## src/common/amxd_pkg.sv

```systemverilog
/*
  Shared constants and types of the input mux configuration decoder.
  Assumes a single 250 MHz clock domain for all users.
*/
package amxd_pkg;
  // Configuration word layout
  localparam int CFG_W = 14;
  localparam int INCC_MSB = 12;
  localparam int INCC_LSB = 10;
  localparam int CHSEL_MSB = 9;
  localparam int CHSEL_LSB = 7;
  localparam int BW_BIT = 6;
  localparam logic [2:0] INCC_SE = 3'h7;
  localparam logic [2:0] INCC_COM_UNI = 3'h6;
  localparam logic [2:0] INCC_COM_BIP = 3'h2;
  localparam logic BW_FULL = 1'h1;
  localparam logic [13:0] CFG_RST = 14'h1C40;
  // Register offsets and fields
  localparam logic [3:0] REG_CTRL = 4'h0;
  localparam logic [3:0] REG_CFG = 4'h4;
  localparam logic [3:0] REG_STAT = 4'h8;
  localparam int CTL_SEQ_EN = 0;
  localparam int CTL_LAST_LSB = 1;
  localparam logic [3:0] CTRL_RST = 4'hE;
  localparam int ST_POS_LSB = 0;
  localparam int ST_NEG_LSB = 3;
  localparam int ST_SRC_LSB = 6;
  localparam int ST_TWOS = 8;
  localparam int ST_QBW = 9;
  localparam int ST_RATE = 10;
  // Timing
  localparam int CLK_PERIOD_PS = 4000;
  localparam int FULL_CONV_NS = 4000;
  localparam int QBW_DIV = 4;
  localparam int FULL_CYC = (FULL_CONV_NS * 1000 + CLK_PERIOD_PS - 1) / CLK_PERIOD_PS;
  localparam int QBW_CYC = FULL_CYC * QBW_DIV;
  localparam int GAP_W = 12;
  typedef enum logic [1:0] {NEG_GND, NEG_COM, NEG_PAIR} amxd_neg_t;
endpackage : amxd_pkg

```

## src/common/amxd_cfg_if.sv

```systemverilog
/*
  Carries synchronised serial pins to the word capture and the word back.
  Assumes both ends run on the same clock.
*/
`timescale 1ns/1ps
interface amxd_cfg_if;
  import amxd_pkg::*;
  logic sclk_s;
  logic din_s;
  logic cnv_s;
  logic [CFG_W-1:0] word;
  logic word_valid;
  modport shifter (input sclk_s, input din_s, input cnv_s, output word, output word_valid);
  modport core (output sclk_s, output din_s, output cnv_s, input word, input word_valid);
endinterface : amxd_cfg_if

```

## src/rtl/amxd_cfg_shift.sv

```systemverilog
/*
  Captures the configuration word, MSB first, on serial clock rises.
  Assumes synchronised pins; a frame runs while convert_start is low.
*/
`timescale 1ns/1ps
module amxd_cfg_shift
  import amxd_pkg::*;
(
  // Clock and reset
  input wire logic clock,
  input wire logic reset,
  // Pins and captured word
  amxd_cfg_if.shifter cfg
);
  logic sclk_d_r;
  logic [3:0] cnt_r;
  logic [CFG_W-2:0] sh_r;
  wire sclk_rise = cfg.sclk_s & ~sclk_d_r;
  wire take = sclk_rise & ~cfg.cnv_s & (cnt_r < 4'(CFG_W));
  wire last = take & (cnt_r == 4'(CFG_W - 1));

  always_ff @(posedge clock or posedge reset)
  begin
    if (reset)
    begin
      sclk_d_r <= 1'h0;
      cnt_r <= 4'h0;
      sh_r <= '0;
      cfg.word <= CFG_RST;
      cfg.word_valid <= 1'h0;
    end
    else
    begin
      sclk_d_r <= cfg.sclk_s;
      cfg.word_valid <= last;
      if (cfg.cnv_s)
        cnt_r <= 4'h0;
      else if (take)
        cnt_r <= cnt_r + 4'h1;
      if (take)
        sh_r <= {sh_r[CFG_W-3:0], cfg.din_s};
      // First 14 rises only
      if (last)
        cfg.word <= {sh_r, cfg.din_s};
    end
  end
endmodule : amxd_cfg_shift

```

## src/rtl/amxd_decode.sv

```systemverilog
/*
  Input mux configuration decoder: serial word capture, sequencer,
  per-conversion routing, coding and bandwidth outputs, register port.
  Assumes serial and convert pins are asynchronous; register port is
  on clock, read data valid the cycle after the read strobe.
*/
// The implementer's own choices: the placing of the registers and the plain strobed port.
// What this block does
// - Input configuration 111 routes every input single-ended against ground.
// - Input configuration 010 measures each input against common as a mid-reference.
// - Input configuration 110 measures each input against common as a ground sense.
// - Configurations 00X convert bipolar pairs with a mid-reference negative member.
// - Configurations 10X convert unipolar pairs with a ground-sense negative member.
// - In pair modes with the sequencer off, even channel select makes the even input positive, odd the odd.
// - With the sequencer off, channel select names the positive input directly; in pair modes its partner is negative.
// - With the sequencer running in pair modes the positive input is always even.
// - The filter bit chooses full or quarter input bandwidth.
// - Bipolar configurations give twos complement results.
// - Unipolar configurations give straight binary results.
// - A rising convert_start ends acquisition and starts the conversion phase.
// - The 14-bit word is taken on the first 14 serial clock rises of a frame.
`timescale 1ns/1ps
module amxd_decode
  import amxd_pkg::*;
#(
  parameter int NUM_CH = 8
) (
  // Clock and reset
  input wire logic clock,
  input wire logic reset,
  // Device pins
  input wire logic convert_start,
  input wire logic serial_clk,
  input wire logic serial_din,
  // Register port
  input wire logic [3:0] reg_addr,
  input wire logic [31:0] reg_wdata,
  input wire logic reg_we,
  input wire logic reg_re,
  output logic [31:0] reg_rdata,
  // Per-conversion decode
  output logic conv_begin,
  output logic [2:0] pair_positive_input,
  output logic [2:0] pair_negative_input,
  output amxd_neg_t conv_neg_src,
  output logic conv_twos_comp,
  output logic conv_quarter_bw
);
  amxd_cfg_if cfg_if ();
  logic [2:0] pin_s;
  logic cnv_d_r;
  logic [CFG_W-1:0] cfg_r;
  logic seq_en_r;
  logic [2:0] seq_last_r;
  logic [2:0] seq_ch_r;
  logic [GAP_W-1:0] gap_r;
  logic seen_r;
  logic rate_viol_r;

  // Pin synchronisers
  amxd_sync #(
    .W(3)
  ) u_sync (
    .clock(clock),
    .reset(reset),
    .d({~convert_start, serial_clk, serial_din}),
    .q(pin_s)
  );

  // Inverted through the flops so the idle-high pin reads high from reset
  assign cfg_if.cnv_s = ~pin_s[2];
  assign cfg_if.sclk_s = pin_s[1];
  assign cfg_if.din_s = pin_s[0];

  amxd_cfg_shift u_shift (
    .clock(clock),
    .reset(reset),
    .cfg(cfg_if.shifter)
  );

  // Field decode
  wire cnv_rise = cfg_if.cnv_s & ~cnv_d_r;
  wire [2:0] incc = cfg_r[INCC_MSB:INCC_LSB];
  wire [2:0] chsel = cfg_r[CHSEL_MSB:CHSEL_LSB];
  wire bw_quarter = cfg_r[BW_BIT] != BW_FULL;
  wire is_pair = ~incc[1];
  wire is_com = (incc == INCC_COM_UNI) | (incc == INCC_COM_BIP);
  wire is_bip = ~incc[2] & (is_pair | (incc == INCC_COM_BIP));
  wire seq_on = seq_en_r;
  wire [2:0] seq_even = {seq_ch_r[2:1], 1'h0};
  wire [2:0] free_pos = seq_on ? seq_ch_r : chsel;
  wire [2:0] pos_idx = (seq_on & is_pair) ? seq_even : free_pos;
  wire [2:0] neg_idx = is_pair ? (pos_idx ^ 3'h1) : pos_idx;
  wire [2:0] seq_step = is_pair ? 3'h2 : 3'h1;
  wire seq_wrap = seq_ch_r >= seq_last_r;
  wire [2:0] seq_nxt = seq_wrap ? 3'h0 : 3'(seq_ch_r + seq_step);
  wire too_fast = bw_quarter & seen_r & (gap_r < GAP_W'(QBW_CYC));

  amxd_neg_t neg_nxt;
  assign neg_nxt = is_pair ? NEG_PAIR : (is_com ? NEG_COM : NEG_GND);

  // Register decode
  wire wr_ctrl = reg_we & (reg_addr == REG_CTRL);
  wire wr_cfg = reg_we & (reg_addr == REG_CFG);
  wire wr_stat = reg_we & (reg_addr == REG_STAT);
  wire rate_clr = wr_stat & reg_wdata[ST_RATE];
  wire [31:0] ctrl_rd = {28'h0, seq_last_r, seq_en_r};
  wire [31:0] cfg_rd = {18'h0, cfg_r};
  wire [31:0] stat_rd = {21'h0, rate_viol_r, conv_quarter_bw, conv_twos_comp,
                         conv_neg_src, pair_negative_input, pair_positive_input};
  wire [31:0] rd_sel = (reg_addr == REG_CTRL) ? ctrl_rd :
                       (reg_addr == REG_CFG) ? cfg_rd :
                       (reg_addr == REG_STAT) ? stat_rd : 32'h0;

  // Configuration and control registers
  always_ff @(posedge clock or posedge reset)
  begin
    if (reset)
    begin
      cfg_r <= CFG_RST;
      seq_en_r <= CTRL_RST[CTL_SEQ_EN];
      seq_last_r <= CTRL_RST[CTL_LAST_LSB+:3];
    end
    else
    begin
      if (cfg_if.word_valid)
        cfg_r <= cfg_if.word;
      else if (wr_cfg)
        cfg_r <= reg_wdata[CFG_W-1:0];
      if (wr_ctrl)
      begin
        seq_en_r <= reg_wdata[CTL_SEQ_EN];
        seq_last_r <= reg_wdata[CTL_LAST_LSB+:3];
      end
    end
  end

  // Sequencer position
  always_ff @(posedge clock or posedge reset)
  begin
    if (reset)
      seq_ch_r <= 3'h0;
    else if (!seq_en_r)
      seq_ch_r <= 3'h0;
    else if (cnv_rise)
      seq_ch_r <= seq_nxt;
  end

  // Conversion start and latched decode
  always_ff @(posedge clock or posedge reset)
  begin
    if (reset)
    begin
      cnv_d_r <= 1'h1;
      conv_begin <= 1'h0;
      pair_positive_input <= 3'h0;
      pair_negative_input <= 3'h0;
      conv_neg_src <= NEG_GND;
      conv_twos_comp <= 1'h0;
      conv_quarter_bw <= 1'h0;
    end
    else
    begin
      cnv_d_r <= cfg_if.cnv_s;
      conv_begin <= cnv_rise;
      if (cnv_rise)
      begin
        pair_positive_input <= pos_idx;
        pair_negative_input <= neg_idx;
        conv_neg_src <= neg_nxt;
        conv_twos_comp <= is_bip;
        conv_quarter_bw <= bw_quarter;
      end
    end
  end

  // Conversion spacing watch for quarter bandwidth
  always_ff @(posedge clock or posedge reset)
  begin
    if (reset)
    begin
      gap_r <= '0;
      seen_r <= 1'h0;
      rate_viol_r <= 1'h0;
    end
    else
    begin
      if (cnv_rise)
        gap_r <= GAP_W'(1);
      else if (gap_r != '1)
        gap_r <= gap_r + GAP_W'(1);
      if (cnv_rise)
        seen_r <= 1'h1;
      // Set wins over clear
      if (cnv_rise & too_fast)
        rate_viol_r <= 1'h1;
      else if (rate_clr)
        rate_viol_r <= 1'h0;
    end
  end

  // Read data one cycle after the strobe
  always_ff @(posedge clock or posedge reset)
  begin
    if (reset)
      reg_rdata <= 32'h0;
    else if (reg_re)
      reg_rdata <= rd_sel;
    else
      reg_rdata <= 32'h0;
  end
endmodule : amxd_decode

```

## src/rtl/amxd_sync.sv

```systemverilog
/*
  Two flip-flop synchroniser, one per bit.
  Assumes inputs are asynchronous to clock.
*/
`timescale 1ns/1ps
module amxd_sync #(
  parameter int W = 1
) (
  // Clock and reset
  input wire logic clock,
  input wire logic reset,
  // Data
  input wire logic [W-1:0] d,
  output logic [W-1:0] q
);
  logic [W-1:0] meta_r;

  always_ff @(posedge clock or posedge reset)
  begin
    if (reset)
    begin
      meta_r <= '0;
      q <= '0;
    end
    else
    begin
      meta_r <= d;
      q <= meta_r;
    end
  end
endmodule : amxd_sync

```

## config.mk

```make
export PLATFORM = sky130hd
export DESIGN_NAME = amxd_decode
export DESIGN_NICKNAME = d
export VERILOG_FILES = /design/src/common/amxd_pkg.sv /design/src/common/amxd_cfg_if.sv /design/src/rtl/amxd_cfg_shift.sv /design/src/rtl/amxd_decode.sv /design/src/rtl/amxd_sync.sv
export SDC_FILE = /design/constraint.sdc
export NUM_CORES = 1
export LEC_CHECK = 0
export BUFFER_PORTS_ARGS = -buffer_cell sky130_fd_sc_hd__buf_2
export CORE_MARGIN = 1.5
export CORE_UTILIZATION = 59
export DETAILED_ROUTE_END_ITERATION = 16
export PLACE_DENSITY = 0.84
export SYNTH_ARGS = -nofsm -noshare
export SYNTH_HDL_FRONTEND = slang
export SYNTH_SLANG_ARGS = --single-unit
export TNS_END_PERCENT = 10
```

## constraint.sdc

```tcl
create_clock -name clock -period 5 [get_ports clock]
set_input_delay 0.5 -clock clock [delete_from_list [all_inputs] [get_ports clock]]
set_output_delay 0.5 -clock clock [all_outputs]
set_load 0.005 [all_outputs]
```

==> results by group, run 1 <==
Timing
  – Final WS setup: 2950 ps
  – RSZ-0062 raised after global routing: no
  – Final setup fails: 0
  – Max-slew violation count: 0
  – Max frequency: 488 MHz
  – Final period utilization: 41.0%
  – Max_slew headroom: between 30% and 40%
  – Hold slack: roughly 120 ps
  – Slew @ Worst Pin: between 1000 and 1500 ps
  – Setup TNS Final: 0 ps
  – Final hold viol count: 0
  – Clock skew: 10.7 ps
  – Final Critical Period: around 2100 ps

Detailed routing
  – Vias/cell: 5.46
  – Antenna-violating nets left: 0
  – WL final: 8.11 mm
  – Via count: 2872
  – Remaining DRCs: 0
  – Wire per inst: 15.4 um
  – Starting DRT DRC Count: between 150 and 200
  – First-pass DRT Iterations: 4

GRT
  – First-pass GRT wire length: 13.7 mm
  – Largest net degree at the start of global routing: 65
  – Total GRT Usage: between 20% and 30%
  – Grt ovf: 0
  – Vias in the first global route: 2876
  – Initial antenna violation count: 0

Power and ir drop
  – Pint: between 1 and 1.5 mW
  – Worst vdd ir: 0.220 mV
  – Sw Share: 28.4%
  – Combinational share of power: between 10% and 20%
  – Seq pwr share: 57.2%
  – P_sw: 496 uW
  – Leak: 2.32 nW
  – Clk pwr share: 29.5%
  – Power per Cell Area: 363 nW/um2

Worst setup path
  – CP cell instances: nand3_1 -> nand3_4 -> nor2_2 -> mux2_2
  – CP Capture Type: flip-flop
  – Max FO, Critical Path: 19
  – Critical path's top delay family: simple AND/OR/NAND/NOR gates
  – R2R Path End: u_shift.cfg.word[13]
  – Worst path bufs/invs: 0
  – Crit path max-delay cell type: nor2_2
  – Worst Path Required: 5260 ps
  – Worst Reg-to-Reg Cells: 4
  – Crit path depth: 4
  – Worst reg2reg setup slack: 2950 ps
  – Crit-path max cell delay: 670 ps
  – Setup CP Type: reg -> reg
  – Arr. time, crit path: 2310 ps
  – Reg-to-Reg Start: u_shift.cnt_r[2]
  – CP Launch Type: flip-flop

Floorplan
  – Die area: roughly 8000 um2
  – Core box area: 7210 um2
  – I/O pin count: 86
  – Row count: 31
  – Die X-Extent: 89.2 um
  – Starting density of the core: 60.8%
  – Chip height: 89.2 um

Placement
  – Setup WS pre-CTS: 2720 ps
  – HPWL after detailed placement: about 5.7 mm
  – Buffers on Ports: slightly below 50
  – Gp weighted congestion: roughly 0.84
  – Placed instance area: 4600 um2

Yosys
  – Number of synthesized flops with an enable pin: 0
  – Top cells by area, synth: dfrtp_1 49%, dfstp_2 7.2%, mux2_2 6.9%
  – Mapped cell area: approximately 4400 um2
  – Largest area contributor in the netlist: dfrtp_1
  – Avg Inst Size Synth: 11.6 um2
  – Synth async-reset ratio: 100%
  – Synthesized flop and latch total: 98
  – Cells after Synth: 378
  – Post-synth cell types: 52
  – Top cells by count, synth: 86 x dfrtp_1, 31 x nand2_1, 27 x mux2_2
  – Post-synthesis sequential area ratio: 56.2%
  – Most frequent cell after synthesis: dfrtp_1
  – YS warnings: 0
  – Area share of the largest cell type after synthesis: 49.0%
  – Primary FF master, synth: dfrtp_1

Finish
  – Multi-input logic area: 1690 um2
  – Layout net count: 473
  – Finished Cell Area: 4800 um2
  – Register area: 2470 um2
  – Layout area overhead: 9.38%
  – Layout cells sized above 1: 28.3%
  – Antenna Cells: 0
  – # fillers: 578

CTS
  – H-Tree Depth: 3
  – Post-CTS setup repair buffer count: 0
  – Clock Path Buffers: 2
  – Hold Buf Count CTS: 0
  – TritonCTS Buffers: 9
  – Sink Count: 98
  – Reg clk slew, reported paths: ~90 ps
  – Insertion delay to the later sink of the worst-skew pair: between 300 and 400 ps
  – Cts repair resizes: 0
  – TritonCTS clock tree: done
  – Clk Tree Root Cell: clkbuf_8

Flow run
  – Max-Cap Viols: 0

Run status
  – Status: finished clean

Hold path
  – Hold/Removal Path Class: in -> async
registers in the layout, summed over array words and instances (netlist names), 2 cells and up:
register	count
pair_positive_input	3
cfg_r	14
u_sync.q	3
seq_ch_r	3
gap_r	12
u_shift.sh_r	13
seq_last_r	3
conv_neg_src	2
u_shift.cnt_r	4
u_shift.cfg.word	14
u_sync.meta_r	3
reg_rdata	14
metrics by stage:
stage	total power, mW	util [%]	cells
after global routing	1.84	66.5	526
after global placement	1.22	63.8	510
final	1.74	66.5	526
after floorplan	1.16	-	395
after CTS	1.75	66.5	526
after detailed placement	1.24	63.8	510
placed cells by master, fill, tap and decap left out, drive strengths merged, types with 9 or more instances in the layout:
cell | netlist | final
dfrtp | 86 | 86
buf | 29 | 50
nand2 | 32 | 32
mux2 | 31 | 31
nor2 | 25 | 25
o21ai | 24 | 24
inv | 18 | 21
conb | 1 | 18
mux2i | 16 | 16
dfstp | 12 | 12
clkbuf | 5 | 9
nand3 | 9 | 9
logic make-up (layout without fill, tap and decap cells):
group | count (synthesis) | in the layout | share of synthesized area, %
simple gates | 101 | 101 | 12.1
flops | 98 | 98 | 56.2
compound gates | 67 | 67 | 9.67
buf+inv | 52 | 84 | 6.76
mux | 47 | 47 | 11.9
fa+ha+maj | 8 | 8 | 2.45
xor+xnor | 4 | 4 | 0.799
other cells | 1 | 18 | 0.0855
power by group through the flow:
stage	combinational [mW]	clock [mW]	sequential, mW
floorplan	0.188	0	0.974
global placement	0.219	0	1.00
detailed placement	0.232	0	1.01
CTS	0.235	0.524	0.995
global route	0.269	0.555	1.01
finish	0.233	0.514	0.997
area by class of cell:
| cell class | instances | area share, % |
|---|---|---|
| Clock buffer | 9 | 2.58 |
| Clock inverter | 7 | 1.54 |
| Inverter | 18 | 1.46 |
| Multi-Input combinational cell | 245 | 35.2 |
| Sequential cell | 98 | 51.4 |
| Tap cell | 99 | 2.58 |
| Timing Repair Buffer | 50 | 5.27 |
layer usage:
layer,up-vias,part of all wire [%],global-route usage (%)
li1,1374,-,-
met1,1400,46,30.8
met2,85,49,37.9
met3,13,4.0,4.43
met4,0,1.6,8.53
met5,-,0,0
worst max-delay path by stage:
stage	startpoint	to
floorplan	reset	cfg_r[0]
global placement	reg_addr[3]	cfg_r[0]
CTS	u_shift.cnt_r[2]	u_shift.cfg.word[13]
detailed placement	reg_addr[3]	cfg_r[13]
global route	u_shift.cfg.word_valid	cfg_r[5]
finish	u_shift.cnt_r[2]	u_shift.cfg.word[13]
No activity file was read; power rests on OpenSTA's default activity.
==> inputs of run 2 (changes only) <==
--- a/config.mk
+++ b/config.mk
@@ -7,9 +7,9 @@
 export LEC_CHECK = 0
 export BUFFER_PORTS_ARGS = -buffer_cell sky130_fd_sc_hd__buf_2
 export CORE_MARGIN = 1.5
-export CORE_UTILIZATION = 59
+export CORE_UTILIZATION = 50
 export DETAILED_ROUTE_END_ITERATION = 16
-export PLACE_DENSITY = 0.84
+export PLACE_DENSITY = 0.75
 export SYNTH_ARGS = -nofsm -noshare
 export SYNTH_HDL_FRONTEND = slang
 export SYNTH_SLANG_ARGS = --single-unit
==> constraint.sdc (replaced) <==
create_clock -name clock -period 1.7 [get_ports clock]
set_input_delay 0.17 -clock clock [delete_from_list [all_inputs] [get_ports clock]]
set_output_delay 0.17 -clock clock [all_outputs]
set_load 0.005 [all_outputs]
==> results by group, run 2 (synthesis results as in run 1) <==
Finish
  – Commonest non-fill, non-tap cell in the layout: dfrtp_1
  – # fillers: 690 (+19%)
  – Antenna Cells: 0 (unchanged)
  – Top flop regs: cfg_r (14), reg_rdata (14), u_shift.cfg.word (14)
  – Commonest non-fill, non-tap cells in the layout: 85 x dfrtp_1, 49 x buf_2, 31 x nand2_1
  – Layout net count: 490 (+3.6%)
  – Finished Cell Area: 4980 um2 (+3.7%)
  – Layout area overhead: 13.4%
  – Layout cells sized above 1: 30.6% (+2.3 points)

Floorplan
  – Chip height: 96.7 um (+8.3%)
  – Die X-Extent: 96.7 um (+8.3%)
  – Die area: 9350 um2 (+17%)
  – Core box area: 8340 um2 (+16%)
  – Starting density of the core: 52.6% (-8.2 points)
  – Row count: 33 (+6.5%)
  – I/O pin count: 86 (unchanged)

CTS
  – Clock Path Buffers: 2 (unchanged)
  – H-Tree Depth: 3 (unchanged)
  – Sink Count: 98 (unchanged)
  – Clk Tree Root Cell: clkbuf_8
  – TritonCTS Buffers: 9 (unchanged)
  – Reg clk slew, reported paths: 100 ps (about the same)
  – TritonCTS clock tree: done
  – Insertion delay to the later sink of the worst-skew pair: 360 ps (about the same)

Worst setup path
  – Worst path bufs/invs: 1 (+1)
  – Crit path depth: 6 (+2)
  – Worst reg2reg setup slack: 30 ps (-2920 ps)
  – CP cell instances: ha_4 -> nand3_4 -> nor4_4 -> buf_4 -> or4_1 -> a21oi_2
  – Reg-to-Reg Start: gap_r[0]
  – CP endpoint: gap_r[5]
  – Crit-path max cell delay: 490 ps (-180 ps)
  – Max FO, Critical Path: 5 (-14)
  – CP Capture Type: flip-flop
  – CP Launch Type: flip-flop
  – Worst Reg-to-Reg Cells: 6 (+2)
  – Arr. time, crit path: 1960 ps (-350 ps)
  – Setup CP Type: reg -> reg
  – Worst Path Required: 2000 ps (-3260 ps)
  – Worst setup path startpoint: gap_r[0]
  – Critical path's top delay family: simple AND/OR/NAND/NOR gates
  – Crit path max-delay cell type: or4_1
  – R2R Path End: gap_r[5]

GRT
  – First-pass GRT wire length: 13.6 mm (-0.61%)
  – Total GRT Usage: 18.1% (-4.9 points)
  – Initial antenna violation count: 0 (unchanged)
  – Vias in the first global route: 2800 (-2.6%)
  – Grt ovf: 0 (unchanged)
  – Largest net degree at the start of global routing: 99 (+52%)

Power and ir drop
  – Seq pwr share: 58.2% (+1.0 points)
  – Power per Cell Area: 1010 nW/um2 (+180%)
  – Final Power: 5.05 mW (+190%)
  – Leak: 2.38 nW (+2.7%)
  – Clk pwr share: 26.8% (-2.7 points)
  – Worst vdd ir: 0.387 mV (+76%)
  – Combinational share of power: 15.0% (+1.7 points)
  – P_sw: 1.44 mW (+190%)
  – Sw Share: 28.5% (+0.12 points)
  – Pint: 3.61 mW (+190%)

Timing
  – Final Critical Period: 1670 ps (-384 ps)
  – Clock skew: 8.42 ps (-2.33 ps)
  – Max frequency: 600 MHz (+23%)
  – Max_slew headroom: 66.4% (+36 points)
  – Final period utilization: 98.0% (+57 points)
  – Hold slack: 74.2 ps (-47.9 ps)
  – Max-slew violation count: 0 (unchanged)
  – Final setup fails: 0 (unchanged)
  – Setup TNS Final: 0 ps (unchanged)
  – Final hold viol count: 0 (unchanged)
  – Slew @ Worst Pin: 504 ps (-538 ps)
  – Final WS setup: 33.7 ps (-2920 ps)

Placement
  – HPWL after detailed placement: 5.67 mm (about the same)
  – Setup WS pre-CTS: 43.1 ps (-2680 ps)
  – Buffers on Ports: 49 (unchanged)
  – Placed instance area: 4700 um2 (+2.2%)
  – Gp weighted congestion: 0.837 (-0.72%)

Detailed routing
  – First-pass DRT Iterations: 4 (unchanged)
  – Remaining DRCs: 0 (unchanged)
  – Wire per inst: 14.9 um (-3.6%)
  – Antenna-violating nets left: 0 (unchanged)
  – Vias/cell: 5.30 (-2.9%)
  – Via count: 2912 (+1.4%)
  – WL final: 8.16 mm (+0.62%)
  – Starting DRT DRC Count: 135 (-11%)

Run status
  – Status: finished clean

Hold path
  – Hold/Removal Path Class: in -> reg

Flow run
  – Max-Cap Viols: 0 (unchanged)
[run 2: cell types whose count changed in the layout (fill, tap and decap cells not counted), sizes merged]
cell and delta:
buf +13, bufinv -1, clkbuf +3, clkinv -1
clkinvlp +3, dlygate4sd3 +4, inv -4
[run 2: final cells by class]
cell class	instances	area [um2]	area share (%)
clock buffers	12	145	2.92
clock inverters	4	27.5	0.553
inverters	18	71.3	1.43
multi-input cells	245	1720	34.5
flip-flops and latches	98	2470	49.6
well taps	105	131	2.64
repair buffers	67	415	8.35
[run 2: routing by layer]
metal	track usage, %	vias up	wire (um)
met2	27.5	78	3770
met1	25.5	1421	3870
met3	3.76	12	363
met5	0	-	0
met4	7.58	0	161
li1	-	1401	-
[run 2: worst min-delay path by stage]
stage                 startpoint                to  depth (start not counted)
finish              reg_wdata[0]          seq_en_r                          2
global route        reg_wdata[3]     seq_last_r[2]                          2
CTS                 reg_wdata[0]          seq_en_r                          2
detailed placement    serial_din  u_sync.meta_r[0]                          1
global placement      serial_din  u_sync.meta_r[0]                          1
floorplan             serial_din  u_sync.meta_r[0]                          0
[run 2: through the flow]
| step | utilization [%] | std cells |
|---|---|---|
| 2_1_floorplan | - | 395 |
| 3_3_place_gp | 56.4 | 525 |
| 5_1_grt | 59.7 | 549 |
| 3_5_place_dp | 56.4 | 525 |
| 6_report | 59.7 | 549 |
| 4_1_cts | 58.9 | 545 |
[run 2: power groups by stage]
stage,clock network (mW),registers (mW),logic (mW)
after global routing,1.50,2.98,0.866
after detailed placement,0,2.96,0.708
after CTS,1.39,2.91,0.721
after floorplan,0,2.87,0.552
final,1.35,2.94,0.758
after global placement,0,2.94,0.682
[run 2: repair_timing]
| action | CTS | global route |
|---|---|---|
| hold endpoints to repair | 89 | 0 |
| hold buffers | 4 | 0 |
| setup buffers | 0 | 4 |
| resized for setup | 0 | 6 |
| setup endpoints to repair | 0 | 9 |
